## src/pkg/acc_pkg.sv

```systemverilog
// constants shared by the converter board control logic
// Summary of operation
// strobe write selects external channel, starts conversion
// selection byte picks on-board multiplexer input
// synchronous mode: one conversion per trigger
// host waits for flags before next start
// trigger control word sets edge, interrupt enable
// active trigger edge always sets trigger flag
// busy high during conversion, monitored
// busy falling edge raises done interrupt
// status control word enables done interrupt
// completion sets status bit 7
// data read clears flag and interrupt
// host drops low four result bits
// host waits conversion time before reading
// host leaves time between trigger bursts
// result high byte on trigger-side data channel
// strobe write starts conversion, sets channel
// reset clears flags, interrupts and enables
package acc_pkg;
    localparam int         ADDR_W      = 8;
    localparam int         DATA_W      = 8;
    localparam int         RES_W       = 12;
    localparam int         EXT_CH_W    = 7;
    localparam int         MUX8_W      = 3;
    // register offsets
    localparam logic [7:0] OFS_STROBE  = 8'h81;
    localparam logic [7:0] OFS_MUX8    = 8'h82;
    localparam logic [7:0] OFS_DONE_CW = 8'h84;
    localparam logic [7:0] OFS_DATA_HI = 8'h85;
    localparam logic [7:0] OFS_TRIG_CW = 8'h86;
    localparam logic [7:0] OFS_DATA_LO = 8'h87;
    localparam logic [7:0] OFS_IRQ_ST  = 8'h88;
    localparam logic [7:0] OFS_IRQ_MSK = 8'h89;
    localparam logic [7:0] OFS_MODE    = 8'h8a;
    // field positions
    localparam int         CW_IE_BIT   = 0;
    localparam int         CW_RISE_BIT = 1;
    localparam int         FLAG_BIT    = 7;
    localparam int         MODE_BIT    = 0;
    localparam int         EV_DONE     = 0;
    localparam int         EV_TRIG     = 1;
    // reset values
    localparam logic [1:0] IRQ_RST     = 2'h0;
    localparam logic [7:0] BYTE_RST    = 8'h00;
endpackage

```

## src/acc_top.sv

```systemverilog
// conversion control: channel select, start, flags, readout
//
// The register offsets and the plain strobed port were chosen for this implementation.
`timescale 1ns/1ns
module acc_top
    import acc_pkg::*;
(
    // clock and reset
    input  wire logic                clk,
    input  wire logic                rst_n,
    // register port
    input  wire logic [ADDR_W-1:0]   reg_addr,
    input  wire logic [DATA_W-1:0]   reg_wdata,
    input  wire logic                reg_wr,
    input  wire logic                reg_rd,
    output logic      [DATA_W-1:0]   reg_rdata,
    // converter module
    output logic                     conv_start,
    input  wire logic                busy_monitor_input,
    input  wire logic [RES_W-1:0]    conv_result,
    // multiplexers
    output logic      [EXT_CH_W-1:0] ext_mux_chan,
    output logic      [MUX8_W-1:0]   onboard_mux_sel,
    // trigger
    input  wire logic                external_trigger_input,
    // interrupts
    output logic                     conversion_done_irq,
    output logic                     trigger_event_irq,
    output logic                     irq
);
    logic                busy_lvl;
    logic                busy_fall;
    logic                trig_rise;
    logic                trig_fall;
    logic                trig_edge;
    logic                std_start;
    logic                sync_start;
    logic                rd_hi;
    logic                rd_lo;
    logic [RES_W-1:0]    res_meta_q;
    logic [RES_W-1:0]    res_sync_q;
    logic                mode_q;
    logic                trig_rise_q;
    logic                trig_ie_q;
    logic                done_ie_q;
    logic                done_flag_q;
    logic                done_flag_d;
    logic                trig_flag_q;
    logic                trig_flag_d;
    logic [1:0]          irq_stat_q;
    logic [1:0]          irq_mask_q;
    logic [1:0]          irq_ev;
    logic [DATA_W-1:0]   data_hi_q;
    logic [DATA_W-1:0]   data_lo_q;
    logic [DATA_W-1:0]   rdata_q;
    logic                start_q;
    logic [EXT_CH_W-1:0] ext_chan_q;
    logic [MUX8_W-1:0]   mux8_q;
    logic                done_irq_q;
    logic                trig_irq_q;
    logic                irq_q;

    function automatic logic hit(input logic [ADDR_W-1:0] a,
                                 input logic [ADDR_W-1:0] ofs);
        hit = (a == ofs);
    endfunction

    // busy line from the converter module
    acc_edge u_busy
    (
        .clk    (clk),
        .rst_n  (rst_n),
        .sig_in (busy_monitor_input),
        .level  (busy_lvl),
        .rise   (),
        .fall   (busy_fall)
    );

    acc_edge u_trig
    (
        .clk    (clk),
        .rst_n  (rst_n),
        .sig_in (external_trigger_input),
        .level  (),
        .rise   (trig_rise),
        .fall   (trig_fall)
    );

    // result bus is stable once busy drops; two stages keep it aligned
    // with the synchronised busy edge
    always_ff @(posedge clk)
    begin
        if (!rst_n)
        begin
            res_meta_q <= '0;
            res_sync_q <= '0;
        end
        else
        begin
            res_meta_q <= conv_result;
            res_sync_q <= res_meta_q;
        end
    end

    // edge selected by control word
    assign trig_edge  = trig_rise_q ? trig_rise : trig_fall;
    assign std_start  = reg_wr & hit(reg_addr, OFS_STROBE) & ~mode_q;
    // trigger alone starts in synchronous mode
    assign sync_start = mode_q & trig_edge;
    assign rd_hi      = reg_rd & hit(reg_addr, OFS_DATA_HI);
    assign rd_lo      = reg_rd & hit(reg_addr, OFS_DATA_LO);

    // configuration written by software
    always_ff @(posedge clk)
    begin
        if (!rst_n)
        begin
            mode_q      <= 1'b0;
            trig_rise_q <= 1'b0;
            // enables off after reset
            trig_ie_q   <= 1'b0;
            done_ie_q   <= 1'b0;
            mux8_q      <= '0;
            irq_mask_q  <= IRQ_RST;
        end
        else if (reg_wr)
        begin
            if (hit(reg_addr, OFS_MODE))
                mode_q <= reg_wdata[MODE_BIT];
            // edge and interrupt enable
            if (hit(reg_addr, OFS_TRIG_CW))
            begin
                trig_rise_q <= reg_wdata[CW_RISE_BIT];
                trig_ie_q   <= reg_wdata[CW_IE_BIT];
            end
            // falling edge fixed, bit 0 enables
            if (hit(reg_addr, OFS_DONE_CW))
                done_ie_q <= reg_wdata[CW_IE_BIT];
            // on-board input select
            if (hit(reg_addr, OFS_MUX8))
                mux8_q <= reg_wdata[MUX8_W-1:0];
            if (hit(reg_addr, OFS_IRQ_MSK))
                irq_mask_q <= reg_wdata[1:0];
        end
    end

    // channel latch and start pulse
    always_ff @(posedge clk)
    begin
        if (!rst_n)
        begin
            ext_chan_q <= '0;
            start_q    <= 1'b0;
        end
        else
        begin
            // strobe byte sets external channel
            if (reg_wr && hit(reg_addr, OFS_STROBE))
                ext_chan_q <= reg_wdata[EXT_CH_W-1:0];
            // start on strobe or trigger
            start_q <= std_start | sync_start;
        end
    end

    // result capture at completion
    always_ff @(posedge clk)
    begin
        if (!rst_n)
        begin
            data_hi_q <= BYTE_RST;
            data_lo_q <= BYTE_RST;
        end
        else if (busy_fall)
        begin
            // high byte on trigger-side data channel
            data_hi_q <= res_sync_q[RES_W-1:4];
            // low nibble of the low byte carries nothing
            data_lo_q <= {res_sync_q[3:0], 4'h0};
        end
    end

    // section flags: a new event beats a clearing read
    always_comb
    begin
        done_flag_d = done_flag_q;
        trig_flag_d = trig_flag_q;
        // data read clears section flag
        if (rd_lo)
            done_flag_d = 1'b0;
        if (rd_hi)
            trig_flag_d = 1'b0;
        // completion sets bit 7
        if (busy_fall)
            done_flag_d = 1'b1;
        // set regardless of enable
        if (trig_edge)
            trig_flag_d = 1'b1;
    end

    always_ff @(posedge clk)
    begin
        if (!rst_n)
        begin
            // flags and lines clear
            done_flag_q <= 1'b0;
            trig_flag_q <= 1'b0;
            done_irq_q  <= 1'b0;
            trig_irq_q  <= 1'b0;
        end
        else
        begin
            done_flag_q <= done_flag_d;
            trig_flag_q <= trig_flag_d;
            // busy fall drives done request
            done_irq_q  <= done_flag_d & done_ie_q;
            trig_irq_q  <= trig_flag_d & trig_ie_q;
        end
    end

    // sticky event register, write one to clear, set wins
    assign irq_ev = {trig_edge, busy_fall};

    always_ff @(posedge clk)
    begin
        if (!rst_n)
        begin
            irq_stat_q <= IRQ_RST;
            irq_q      <= 1'b0;
        end
        else
        begin
            if (reg_wr && hit(reg_addr, OFS_IRQ_ST))
                irq_stat_q <= (irq_stat_q & ~reg_wdata[1:0]) | irq_ev;
            else
                irq_stat_q <= irq_stat_q | irq_ev;
            irq_q <= |(irq_stat_q & irq_mask_q);
        end
    end

    // read data stands one cycle, zero otherwise
    always_ff @(posedge clk)
    begin
        if (!rst_n)
            rdata_q <= BYTE_RST;
        else if (!reg_rd)
            rdata_q <= BYTE_RST;
        else
        begin
            case (reg_addr)
                OFS_STROBE:  rdata_q <= {1'b0, ext_chan_q};
                OFS_MUX8:    rdata_q <= {5'h00, mux8_q};
                // busy level visible beside the flag
                OFS_DONE_CW: rdata_q <= {done_flag_q, 5'h00,
                                         busy_lvl, done_ie_q};
                OFS_DATA_HI: rdata_q <= data_hi_q;
                OFS_TRIG_CW: rdata_q <= {trig_flag_q, 5'h00,
                                         trig_rise_q, trig_ie_q};
                OFS_DATA_LO: rdata_q <= data_lo_q;
                OFS_IRQ_ST:  rdata_q <= {6'h00, irq_stat_q};
                OFS_IRQ_MSK: rdata_q <= {6'h00, irq_mask_q};
                OFS_MODE:    rdata_q <= {7'h00, mode_q};
                default:     rdata_q <= BYTE_RST;
            endcase
        end
    end

    assign reg_rdata           = rdata_q;
    assign conv_start          = start_q;
    assign ext_mux_chan        = ext_chan_q;
    assign onboard_mux_sel     = mux8_q;
    assign conversion_done_irq = done_irq_q;
    assign trigger_event_irq   = trig_irq_q;
    assign irq                 = irq_q;

    chk_strobe_start: assert property (
        @(posedge clk) disable iff (!rst_n)
        std_start |=> conv_start && ext_mux_chan == $past(reg_wdata[6:0]))
        else $error("strobe write did not start conversion");

    chk_mux8_select: assert property (
        @(posedge clk) disable iff (!rst_n)
        reg_wr && reg_addr == OFS_MUX8
        |=> onboard_mux_sel == $past(reg_wdata[2:0]))
        else $error("on-board select not taken");

    chk_sync_no_strobe: assert property (
        @(posedge clk) disable iff (!rst_n)
        mode_q && !trig_edge |=> !conv_start)
        else $error("start without trigger in synchronous mode");

    chk_trig_flag_set: assert property (
        @(posedge clk) disable iff (!rst_n)
        trig_edge |=> trig_flag_q)
        else $error("trigger edge did not set flag");

    chk_done_irq_edge: assert property (
        @(posedge clk) disable iff (!rst_n)
        busy_fall && done_ie_q && !(reg_wr && reg_addr == OFS_DONE_CW)
        |=> conversion_done_irq)
        else $error("done request missing after busy fall");

    chk_done_flag_set: assert property (
        @(posedge clk) disable iff (!rst_n)
        busy_fall |=> done_flag_q && data_hi_q == $past(res_sync_q[11:4]))
        else $error("completion did not set status bit");

    chk_read_clears: assert property (
        @(posedge clk) disable iff (!rst_n)
        rd_lo && !busy_fall |=> !done_flag_q && !conversion_done_irq)
        else $error("data read did not clear flag and request");

    chk_reset_quiet: assert property (
        @(posedge clk)
        !rst_n |=> !done_flag_q && !trig_flag_q && !conversion_done_irq
                   && !trigger_event_irq && !done_ie_q && !trig_ie_q)
        else $error("flags or enables set after reset");

    chk_irq_level: assert property (
        @(posedge clk) disable iff (!rst_n)
        |(irq_stat_q & irq_mask_q) |=> irq)
        else $error("interrupt output missing");

    chk_trig_irq_enable: assert property (
        @(posedge clk) disable iff (!rst_n)
        trig_edge && trig_ie_q && !(reg_wr && reg_addr == OFS_TRIG_CW)
        |=> trigger_event_irq)
        else $error("trigger request missing with enable set");

    chk_trig_read_clears: assert property (
        @(posedge clk) disable iff (!rst_n)
        rd_hi && !trig_edge |=> !trig_flag_q && !trigger_event_irq)
        else $error("high byte read did not clear trigger flag");

    chk_done_ie_off: assert property (
        @(posedge clk) disable iff (!rst_n)
        !done_ie_q |=> !conversion_done_irq)
        else $error("done request raised while disabled");

    chk_sync_start: assert property (
        @(posedge clk) disable iff (!rst_n)
        sync_start |=> conv_start)
        else $error("trigger did not start conversion");

    chk_busy_readback: assert property (
        @(posedge clk) disable iff (!rst_n)
        reg_rd && reg_addr == OFS_DONE_CW
        |=> reg_rdata[1] == $past(busy_lvl))
        else $error("busy level not shown in status byte");
endmodule // acc_top

```

## src/acc_edge.sv

```systemverilog
// two-stage synchroniser with rise and fall detection
`timescale 1ns/1ns
module acc_edge
(
    // clock and reset
    input  wire logic clk,
    input  wire logic rst_n,
    // asynchronous level in
    input  wire logic sig_in,
    // synchronised level and edges
    output logic      level,
    output logic      rise,
    output logic      fall
);
    logic meta_q;
    logic sync_q;
    logic last_q;

    always_ff @(posedge clk)
    begin
        if (!rst_n)
        begin
            meta_q <= 1'b0;
            sync_q <= 1'b0;
            last_q <= 1'b0;
        end
        else
        begin
            meta_q <= sig_in;
            sync_q <= meta_q;
            last_q <= sync_q;
        end
    end

    assign level = sync_q;
    assign rise  = sync_q & ~last_q;
    assign fall  = ~sync_q & last_q;
endmodule // acc_edge

```

## config.mk

```make
export PLATFORM = sky130hd
export DESIGN_NAME = acc_top
export DESIGN_NICKNAME = d
export VERILOG_FILES = /design/src/pkg/acc_pkg.sv /design/src/acc_top.sv /design/src/acc_edge.sv
export SDC_FILE = /design/constraint.sdc
export NUM_CORES = 1
export LEC_CHECK = 0
export ABC_CLOCK_PERIOD_IN_PS = 2700
export BUFFER_PORTS_ARGS = -buffer_cell sky130_fd_sc_hd__buf_2
export CAP_MARGIN = 20
export CORE_MARGIN = 2
export CORE_UTILIZATION = 35
export DETAILED_ROUTE_END_ITERATION = 12
export SLEW_MARGIN = 20
export SYNTH_ARGS = -nofsm -noshare
export SYNTH_HDL_FRONTEND = slang
export SYNTH_SLANG_ARGS = --single-unit
export TNS_END_PERCENT = 30
```

## constraint.sdc

```tcl
create_clock -name clk -period 2.7 [get_ports clk]
set_clock_uncertainty 0.1 [all_clocks]
set_input_delay 0.675 -clock clk [delete_from_list [all_inputs] [get_ports clk]]
set_output_delay 0.675 -clock clk [all_outputs]
set_load 0.01 [all_outputs]
```

==> results of run 1 <==
-- final cells by class --
cell class	count	area (µm²)
clock inverters	6	88.8
flip-flops and latches	74	1480
well taps	102	128
repair buffers	59	308
clock buffers	10	138
multi-input cells	177	1250
fillers	793	4350
inverters	7	26.3
-- cells in the mapped netlist (2+ instances only) --
cell type	number
dfxtp_1	74
clkbuf_1	15
nor4_4	2
a21boi_1	2
inv_1	7
mux2_2	3
a21boi_0	12
o21ai_0	2
a32oi_1	4
nor3b_1	2
nand3b_1	3
and2_1	32
nand2_1	27
nand2b_1	5
a22oi_1	2
and4_1	2
nor3_1	2
or4_1	2
o21ai_1	2
a21oi_1	4
nor2b_1	20
and3_1	2
o2bb2ai_1	2
nor2_1	7
mux2i_1	20
-- worst max-delay path: cells and delay by family --
kind                   cells  cell delay (ns)
AOI/OAI and AO/OA          2             0.21
buffers and inverters      1             0.11
and+or+nand+nor            2             1.22
-- stage by stage --
step                power (mW)  hold slack (ns)  cell area, µm²  util, %
floorplan                 1.21            0.312            2830        -
global placement          1.25            0.318            3190     41.1
detailed placement        1.26            0.317            3190     41.1
CTS                       2.21            0.331            3420     44.0
global route              2.28            0.341            3420     44.0
finish                    2.18            0.332            3420     44.0
-- power groups by stage --
stage | combinational (mW) | clock (mW) | sequential [mW]
floorplan | 0.0685 | 0 | 1.14
global placement | 0.108 | 0 | 1.15
detailed placement | 0.110 | 0 | 1.15
CTS | 0.110 | 0.984 | 1.12
global route | 0.121 | 1.04 | 1.12
finish | 0.108 | 0.951 | 1.12
-- cells by family (layout without fill, tap and decap cells) --
group,count (synthesis),in the layout
AO/OA/AOI/OAI,38,38
AND/OR/NAND/NOR,115,115
multiplexers,24,24
buffers and inverters,24,82
flip-flops,74,74
-- per-layer routing --
metal / GRT usage, % / vias to the layer above / share of wire [%]
li1: - / 1041 / -
met1: 17.6 / 895 / 49
met2: 21.0 / 47 / 44
met3: 4.25 / 9 / 5.3
met4: 6.88 / 0 / 1.9
met5: 0 / - / 0
-- registers in the layout, summed over array words and instances, names as in the netlist, 2 cells and up --
signal           count
irq_mask_q           2
reg_rdata            8
res_meta_q          12
ext_mux_chan         7
onboard_mux_sel      3
data_hi_q            8
res_sync_q          12
data_lo_q            4
irq_stat_q           2
-- how the worst max path moves through the flow --
stage,from,to,cells past startpoint
2_1_floorplan,reg_addr[5],irq_stat_q[0]$_SDFF_PN0_,5
3_3_place_gp,reg_addr[5],irq_stat_q[0]$_SDFF_PN0_,5
3_5_place_dp,reg_addr[5],irq_stat_q[0]$_SDFF_PN0_,5
4_1_cts,reg_addr[5],irq_stat_q[0]$_SDFF_PN0_,5
5_1_grt,reg_addr[5],irq_stat_q[1]$_SDFF_PN0_,5
6_report,reg_addr[5],irq_stat_q[0]$_SDFF_PN0_,5
==> run summary, run 1 <==
Final Hold Vio Count = 0
Number of flops mapped to enable cells by yosys = 0
Synth Net Count = 309
Diode count = 0
Worst EP arrival = 2.23 ns
DR iter-0 viols = 110
Post-synthesis mux area share = 9.06%
Syn Std Cell Area = 2830 µm²
Largest family of logic cells by synthesized area = simple AND/OR/NAND/NOR gates
Largest net degree at the start of global routing = 44
Switch Pwr = 0.470 mW
Crit end category = flop
Cell Pwr Density = 637 nW/µm²
RSZ-0062 raised after global routing = false
Internal power = 1.71 mW
Combinational Power Share = 5.0%
Clock transition at path regs = 0.07 ns
Area growth from synthesis to layout = 20.8%
GRT Residual Overflow = 0
Sequential Power Share = 51.4%
Antenna violations before repair = 0
Via-to-Cell Ratio = 4.58
Clk_lat worst skew = 0.35 ns
Worst Path Required = 2.81 ns
Width of the die = 93.9 µm
Antenna Nets Post-Route = 0
HP Class = reg -> reg
Number of global-route vias before repair = 1,927
Routed WL per cell = 12.8 µm
Gr usage total = 13.8%
Max Slew Vio Count = 0
Core area = 7770 µm²
I/O Pins = 56
Setup Buffers After CTS = 0
Clock sink total = 74
RR Endpoint = conversion_done_irq$_SDFF_PN0_
Synth cell types = 45
DRT Wirelength = 5570 µm
Row Count = 32
CP Cell Sequence = buf_2, or4b_4, or4_1, o21ai_1, a21boi_1
Drt pass-1 iters = 4
Most common cell after layout, fill and taps aside = dfxtp_1
Synth Instances = 275
WHS Path Cells = 1
H-tree lvl count = 3
Synth Area in XOR/XNOR = 0%
Port bufs = 54
Final TNS setup = 0 ns
Avg Cell Area, Syn = 10.3 µm²
Root Buffer = clkbuf_8
Startpoint Class = input pin
Cells on worst reg2reg path = 4
Switching Fraction = 21.6%
GP Congestion = 0.866
Reg2reg start = u_busy.level$_SDFF_PN0_
Hold path start = res_meta_q[5]$_SDFF_PN0_
Die Y = 93.9 µm
Max_slew headroom = 63.4%
Fmax = 472 MHz
Synth Area in Simple Gates = 25.0%
First-pass GRT wire length = 9180 µm
FF+latch count, synth = 74
Status = finished, final reports clean
Max Root-Sink Buffers = 2
Worst path slowest cell = or4b_4
Area fraction of the dominant cell type after synthesis = 52.3%
Prevailing post-synth register cell = dfxtp_1
WS Path Type = in -> reg
Register area share after synthesis = 52.3%
Critical Path Max Stage Delay = 0.65 ns
Via Count = 1,992
Asr flop ratio synth = 0%
Period utilization = 78.5%
Clock power frac = 43.6%
Remaining DRCs = 0
CP Max Fanout = 11
DPL Wire Length = 3820 µm
Max-cap violations = 0
Final setup fails = 0
Initial Util = 36.5%
CTS tree = done
Final min period = 2.12 ns
Fraction of layout cells with a size suffix above 1 = 26.4%
Top cells by area, synth = dfxtp_1 (52%), and2_1 (7.1%), mux2i_1 (7.1%)
Number of synthesis warnings = 0
Final layout net count = 362
Number of CTS-inserted buffers = 9
Fin cells = 435
Setup WS pre-CTS = 0.228 ns
Leakage = 1.35 nW
Post-CTS Hold Fix Bufs = 0
Commonest non-fill, non-tap cells in the layout = dfxtp_1 (74), buf_2 (54), and2_1 (32)
Post-Synth Adder-Cell Area = 0%
Post-synthesis compound-gate area fraction = 10.2%
R2R setup slack = 1.15 ns
DIE AREA = 8830 µm²
Final worst slack = 0.581 ns
Post-cts resize count = 0
Worst hold endpoint = res_sync_q[5]$_SDFF_PN0_
Synth area leader = dfxtp_1
Cells after DPL = 419
Least-Margin Pin Slew = 0.549 ns
Max VDD drop = 0.350 mV
(Power assumes the default switching activity.)
==> run 2: changes to the inputs <==
--- a/config.mk
+++ b/config.mk
@@ -5,7 +5,7 @@
 export SDC_FILE = /design/constraint.sdc
 export NUM_CORES = 1
 export LEC_CHECK = 0
-export ABC_CLOCK_PERIOD_IN_PS = 2700
+export ABC_CLOCK_PERIOD_IN_PS = 1900
 export BUFFER_PORTS_ARGS = -buffer_cell sky130_fd_sc_hd__buf_2
 export CAP_MARGIN = 20
 export CORE_MARGIN = 2
==> constraint.sdc (replaced) <==
create_clock -name clk -period 1.9 [get_ports clk]
set_clock_uncertainty 0.1 [all_clocks]
set_input_delay 0.475 -clock clk [delete_from_list [all_inputs] [get_ports clk]]
set_output_delay 0.475 -clock clk [all_outputs]
set_load 0.01 [all_outputs]
==> run summary, run 2 (synthesis gave the netlist of run 1 again) <==
Number of global-route vias before repair = 1,998
Critical Path Max Stage Delay = 0.65 ns
Cell Pwr Density = 916 nW/µm²
Fraction of layout cells with a size suffix above 1 = 28.9%
H-tree lvl count = 3
Post-cts resize count = 0
Crit end category = flop
Via Count = 2,032
Remaining DRCs = 0
Worst path slowest cell = or4b_4
Core area = 7770 µm²
Least-Margin Pin Slew = 0.441 ns
Max_slew headroom = 70.2%
DIE AREA = 8830 µm²
Fmax = 543 MHz
DPL Wire Length = 4040 µm
Largest delay contributor family on the critical path = simple AND/OR/NAND/NOR gates
Cells on worst reg2reg path = 4
Final layout net count = 372
WHS Path Cells = 2
Width of the die = 93.9 µm
Drt pass-1 iters = 4
Final min period = 1.84 ns
Die Y = 93.9 µm
Commonest non-fill, non-tap cells in the layout = dfxtp_1 (74), buf_2 (54), and2_1 (32)
Worst Path Required = 2.03 ns
CP bufs+invs = 2
DR iter-0 viols = 96
I/O Pins = 56
Leakage = 1.41 nW
Clock transition at path regs = 0.08 ns
GRT Residual Overflow = 0
CP Cell Sequence = buf_2, or4b_4, nor4_4, buf_12, mux2i_1, nor2b_1
Area growth from synthesis to layout = 24.9%
Min Hold Slack = 0.245 ns
RSZ-0062 raised after global routing = false
Max VDD drop = 0.426 mV
First-pass GRT wire length = 9500 µm
Max Root-Sink Buffers = 2
Startpoint Class = input pin
Port bufs = 54
Final Hold Vio Count = 0
Largest net degree at the start of global routing = 41
Stages on the worst setup path = 6
Antenna Nets Post-Route = 0
Number of CTS-inserted buffers = 9
DRT Wirelength = 5760 µm
Clock sink total = 74
Antenna violations before repair = 0
Routed WL per cell = 12.9 µm
CTS tree = done
Max Slew Vio Count = 0
Cells after DPL = 429
WS Path Type = in -> reg
Final setup fails = 0
Gr usage total = 13.9%
Via-to-Cell Ratio = 4.57
Post-CTS Hold Fix Bufs = 0
Final core occ = 45.5%
Initial Util = 36.5%
HP Class = in -> reg
Clk_lat worst skew = 0.33 ns
Diode count = 0
Setup Buffers After CTS = 0
Status = finished, final reports clean
Root Buffer = clkbuf_8
CP Max Fanout = 11
Most common cell after layout, fill and taps aside = dfxtp_1
Max-cap violations = 0
Worst EP arrival = 1.97 ns
Top Registers = res_meta_q (12), res_sync_q (12)
Period utilization = 96.9%
Row Count = 32
Fin cells = 445
GP Congestion = 0.915
==> run 2: cell count changes in the layout (fill, tap and decap cells not counted), sizes merged <==
cell	change
bufinv	+1
inv	-1
buf	+10
==> run 2: layout make-up <==
| cell class | instances | area (µm²) |
|---|---|---|
| clock buffers | 10 | 138 |
| inverters | 7 | 26.3 |
| well taps | 102 | 128 |
| repair buffers | 69 | 395 |
| multi-input cells | 177 | 1250 |
| fillers | 765 | 4230 |
| flip-flops and latches | 74 | 1480 |
| clock inverters | 6 | 114 |
==> run 2: worst paths after layout <==
| path | start | to | slack (ns) |
|---|---|---|---|
| max | reg_addr[6] | ext_mux_chan[0]$_SDFFE_PN0P_ | 0.06 |
| min | conv_result[0] | res_meta_q[0]$_SDFF_PN0_ | 0.24 |
| max reg2reg | irq_mask_q[0]$_SDFFE_PN0P_ | reg_rdata[0]$_SDFF_PN0_ | 0.63 |
| min reg2reg | u_trig.meta_q$_SDFF_PN0_ | u_trig.level$_SDFF_PN0_ | 0.33 |
==> run 2: metrics by stage <==
step | TNS (ns) | total power [mW] | instance area, µm² | worst slack [ns]
after floorplan | -2.40 | 1.72 | 2840 | -0.194
after global placement | -6.22 | 1.79 | 3290 | -0.303
after detailed placement | -6.66 | 1.80 | 3290 | -0.321
after CTS | 0 | 3.29 | 3540 | 0.0326
after global routing | 0 | 3.38 | 3540 | 0.00641
final | 0 | 3.24 | 3540 | 0.0598
==> run 2: power breakdown <==
part           leakage [nW]  switching [mW]  internal [mW]  total, mW
sequential            0.603         0.00939           1.58       1.59
combinational         0.689          0.0860         0.0780      0.164
clock                 0.119           0.572          0.910       1.48
==> run 2: layer usage <==
metal | global-route usage [%] | vias up | part of all wire, %
li1 | - | 1064 | -
met1 | 18.0 | 914 | 49
met2 | 22.2 | 47 | 46
met3 | 3.61 | 7 | 4.6
met4 | 5.43 | 0 | 1.3
met5 | 0 | - | 0
==> run 3: changes to the inputs <==
--- a/config.mk
+++ b/config.mk
@@ -5,7 +5,7 @@
 export SDC_FILE = /design/constraint.sdc
 export NUM_CORES = 1
 export LEC_CHECK = 0
-export ABC_CLOCK_PERIOD_IN_PS = 1900
+export ABC_CLOCK_PERIOD_IN_PS = 1850
 export BUFFER_PORTS_ARGS = -buffer_cell sky130_fd_sc_hd__buf_2
 export CAP_MARGIN = 20
 export CORE_MARGIN = 2
@@ -14,5 +14,6 @@
 export SLEW_MARGIN = 20
 export SYNTH_ARGS = -nofsm -noshare
 export SYNTH_HDL_FRONTEND = slang
+export SYNTH_HIERARCHICAL = 1
 export SYNTH_SLANG_ARGS = --single-unit
 export TNS_END_PERCENT = 30
==> constraint.sdc (replaced) <==
create_clock -name clk -period 1.85 [get_ports clk]
set_clock_uncertainty 0.1 [all_clocks]
set_input_delay 0.4625 -clock clk [delete_from_list [all_inputs] [get_ports clk]]
set_output_delay 0.4625 -clock clk [all_outputs]
set_load 0.01 [all_outputs]
==> run summary, run 3 <==
CTS tree = done
Final Hold Vio Count = 0
Max VDD drop = 0.302 mV
Worst EP arrival = 1.75 ns
Clock transition at path regs = 0.08 ns
Final layout net count = 369
Max Root-Sink Buffers = 2
Area growth from synthesis to layout = 24.3%
Fmax = 637 MHz
Clk_lat worst skew = 0.35 ns
Post-cts resize count = 0
Row Count = 32
Number of global-route vias before repair = 1,957
Critical Path Max Stage Delay = 0.40 ns
Initial Util = 36.0%
Synth Instances = 267
Status = finished, final reports clean
Drt pass-1 iters = 4
WS Path Type = in -> reg
Cell Pwr Density = 895 nW/µm²
DR iter-0 viols = 72
Width of the die = 93.1 µm
I/O Pins = 56
Max-cap violations = 0
Worst Path Required = 2.03 ns
Fin area = 3460 µm²
Placed cell areas = 3250 µm²
Worst path slowest cell = a2111o_1
Clock sink total = 74
CP Cell Sequence = buf_2, nor4b_4, buf_4, a31oi_1, a2111o_1, a21oi_1
Max Slew Vio Count = 0
Avg Cell Area, Syn = 10.4 µm²
Synth Net Count = 301
Routed WL per cell = 13.2 µm
DPL Wire Length = 4160 µm
Port bufs = 54
Number of CTS-inserted buffers = 9
Largest net degree at the start of global routing = 23
GP Congestion = 0.855
Least-Margin Pin Slew = 0.282 ns
DRT Wirelength = 5840 µm
Min Hold Slack = 0.209 ns
Root Buffer = clkbuf_8
Power, Total = 3.10 mW
Top Registers = res_meta_q (12), res_sync_q (12)
Final TNS setup = 0 ns
Via-to-Cell Ratio = 4.65
Via Count = 2,057
CP Max Fanout = 15
Gr usage total = 14.5%
GRT Residual Overflow = 0
Crit end category = flop
Remaining DRCs = 0
Setup Buffers After CTS = 0
Fin cells = 442
Max_slew headroom = 81.2%
Leakage = 1.43 nW
Antenna Nets Post-Route = 0
Diode count = 0
DIE AREA = 8680 µm²
RSZ-0062 raised after global routing = false
Fraction of layout cells with a size suffix above 1 = 28.2%
Post-CTS Hold Fix Bufs = 0
Startpoint Class = input pin
Core area = 7730 µm²
Number of synthesis warnings = 6
Antenna violations before repair = 0
HP Class = in -> reg
Most common cell after layout, fill and taps aside = dfxtp_1
Commonest non-fill, non-tap cells in the layout = dfxtp_1 (74), buf_2 (54), and2_1 (34)
Fill cells = 782
First-pass GRT wire length = 9640 µm
Period utilization = 84.8%
Register Area = 1480 µm²
H-tree lvl count = 3
Final min period = 1.57 ns
Multi-input logic area = 1210 µm²
Cells after DPL = 426
Syn Std Cell Area = 2780 µm²
Die Y = 93.1 µm
Final setup fails = 0
==> run 3: final timing paths <==
kind                       startpoint  slack [ns]                            to  cells after the start
max                       reg_addr[5]        0.28       reg_rdata[1]$_SDFF_PN0_                      6
min                busy_monitor_input        0.21      u_busy/meta_q$_SDFF_PN0_                      2
max reg2reg  trig_rise_q$_SDFFE_PN0P_        0.53  trigger_event_irq$_SDFF_PN0_                      3
min reg2reg  res_meta_q[2]$_SDFF_PN0_        0.33      res_sync_q[2]$_SDFF_PN0_                      1
==> run 3: per-stage QoR <==
stage	util (%)	worst slack (ns)
final	44.8	0.280
after global routing	44.8	0.244
after CTS	44.8	0.296
after detailed placement	42.1	-0.0623
after global placement	42.1	-0.0672
after floorplan	-	0.0682
==> run 3: power by group <==
part | switching [mW] | internal [mW]
Sequential | 0.00992 | 1.63
Clock | 0.588 | 0.697
Combinational | 0.0871 | 0.0878
==> run 3: final cells by class <==
class | instances | share of cell area (%)
inverter | 4 | 0.434
tap | 102 | 3.69
clock buffer | 12 | 4.49
clock inverter | 4 | 1.41
multi-input combinational | 172 | 35.0
sequential | 74 | 42.8
timing repair buffer | 74 | 12.2
==> run 3: routing by layer <==
metal | vias up | share of wire [%] | GRT usage (%)
met1 | 939 | 50 | 19.4
met4 | 0 | 2.5 | 7.72
met5 | - | 0 | 0
met3 | 13 | 4.0 | 4.35
li1 | 1051 | - | -
met2 | 54 | 43 | 21.1
==> run 3: critical path: cells and delay by family <==
| kind | cells | cell delay, ns |
|---|---|---|
| compound gates | 3 | 0.68 |
| simple gates | 1 | 0.26 |
| buf+inv | 2 | 0.35 |
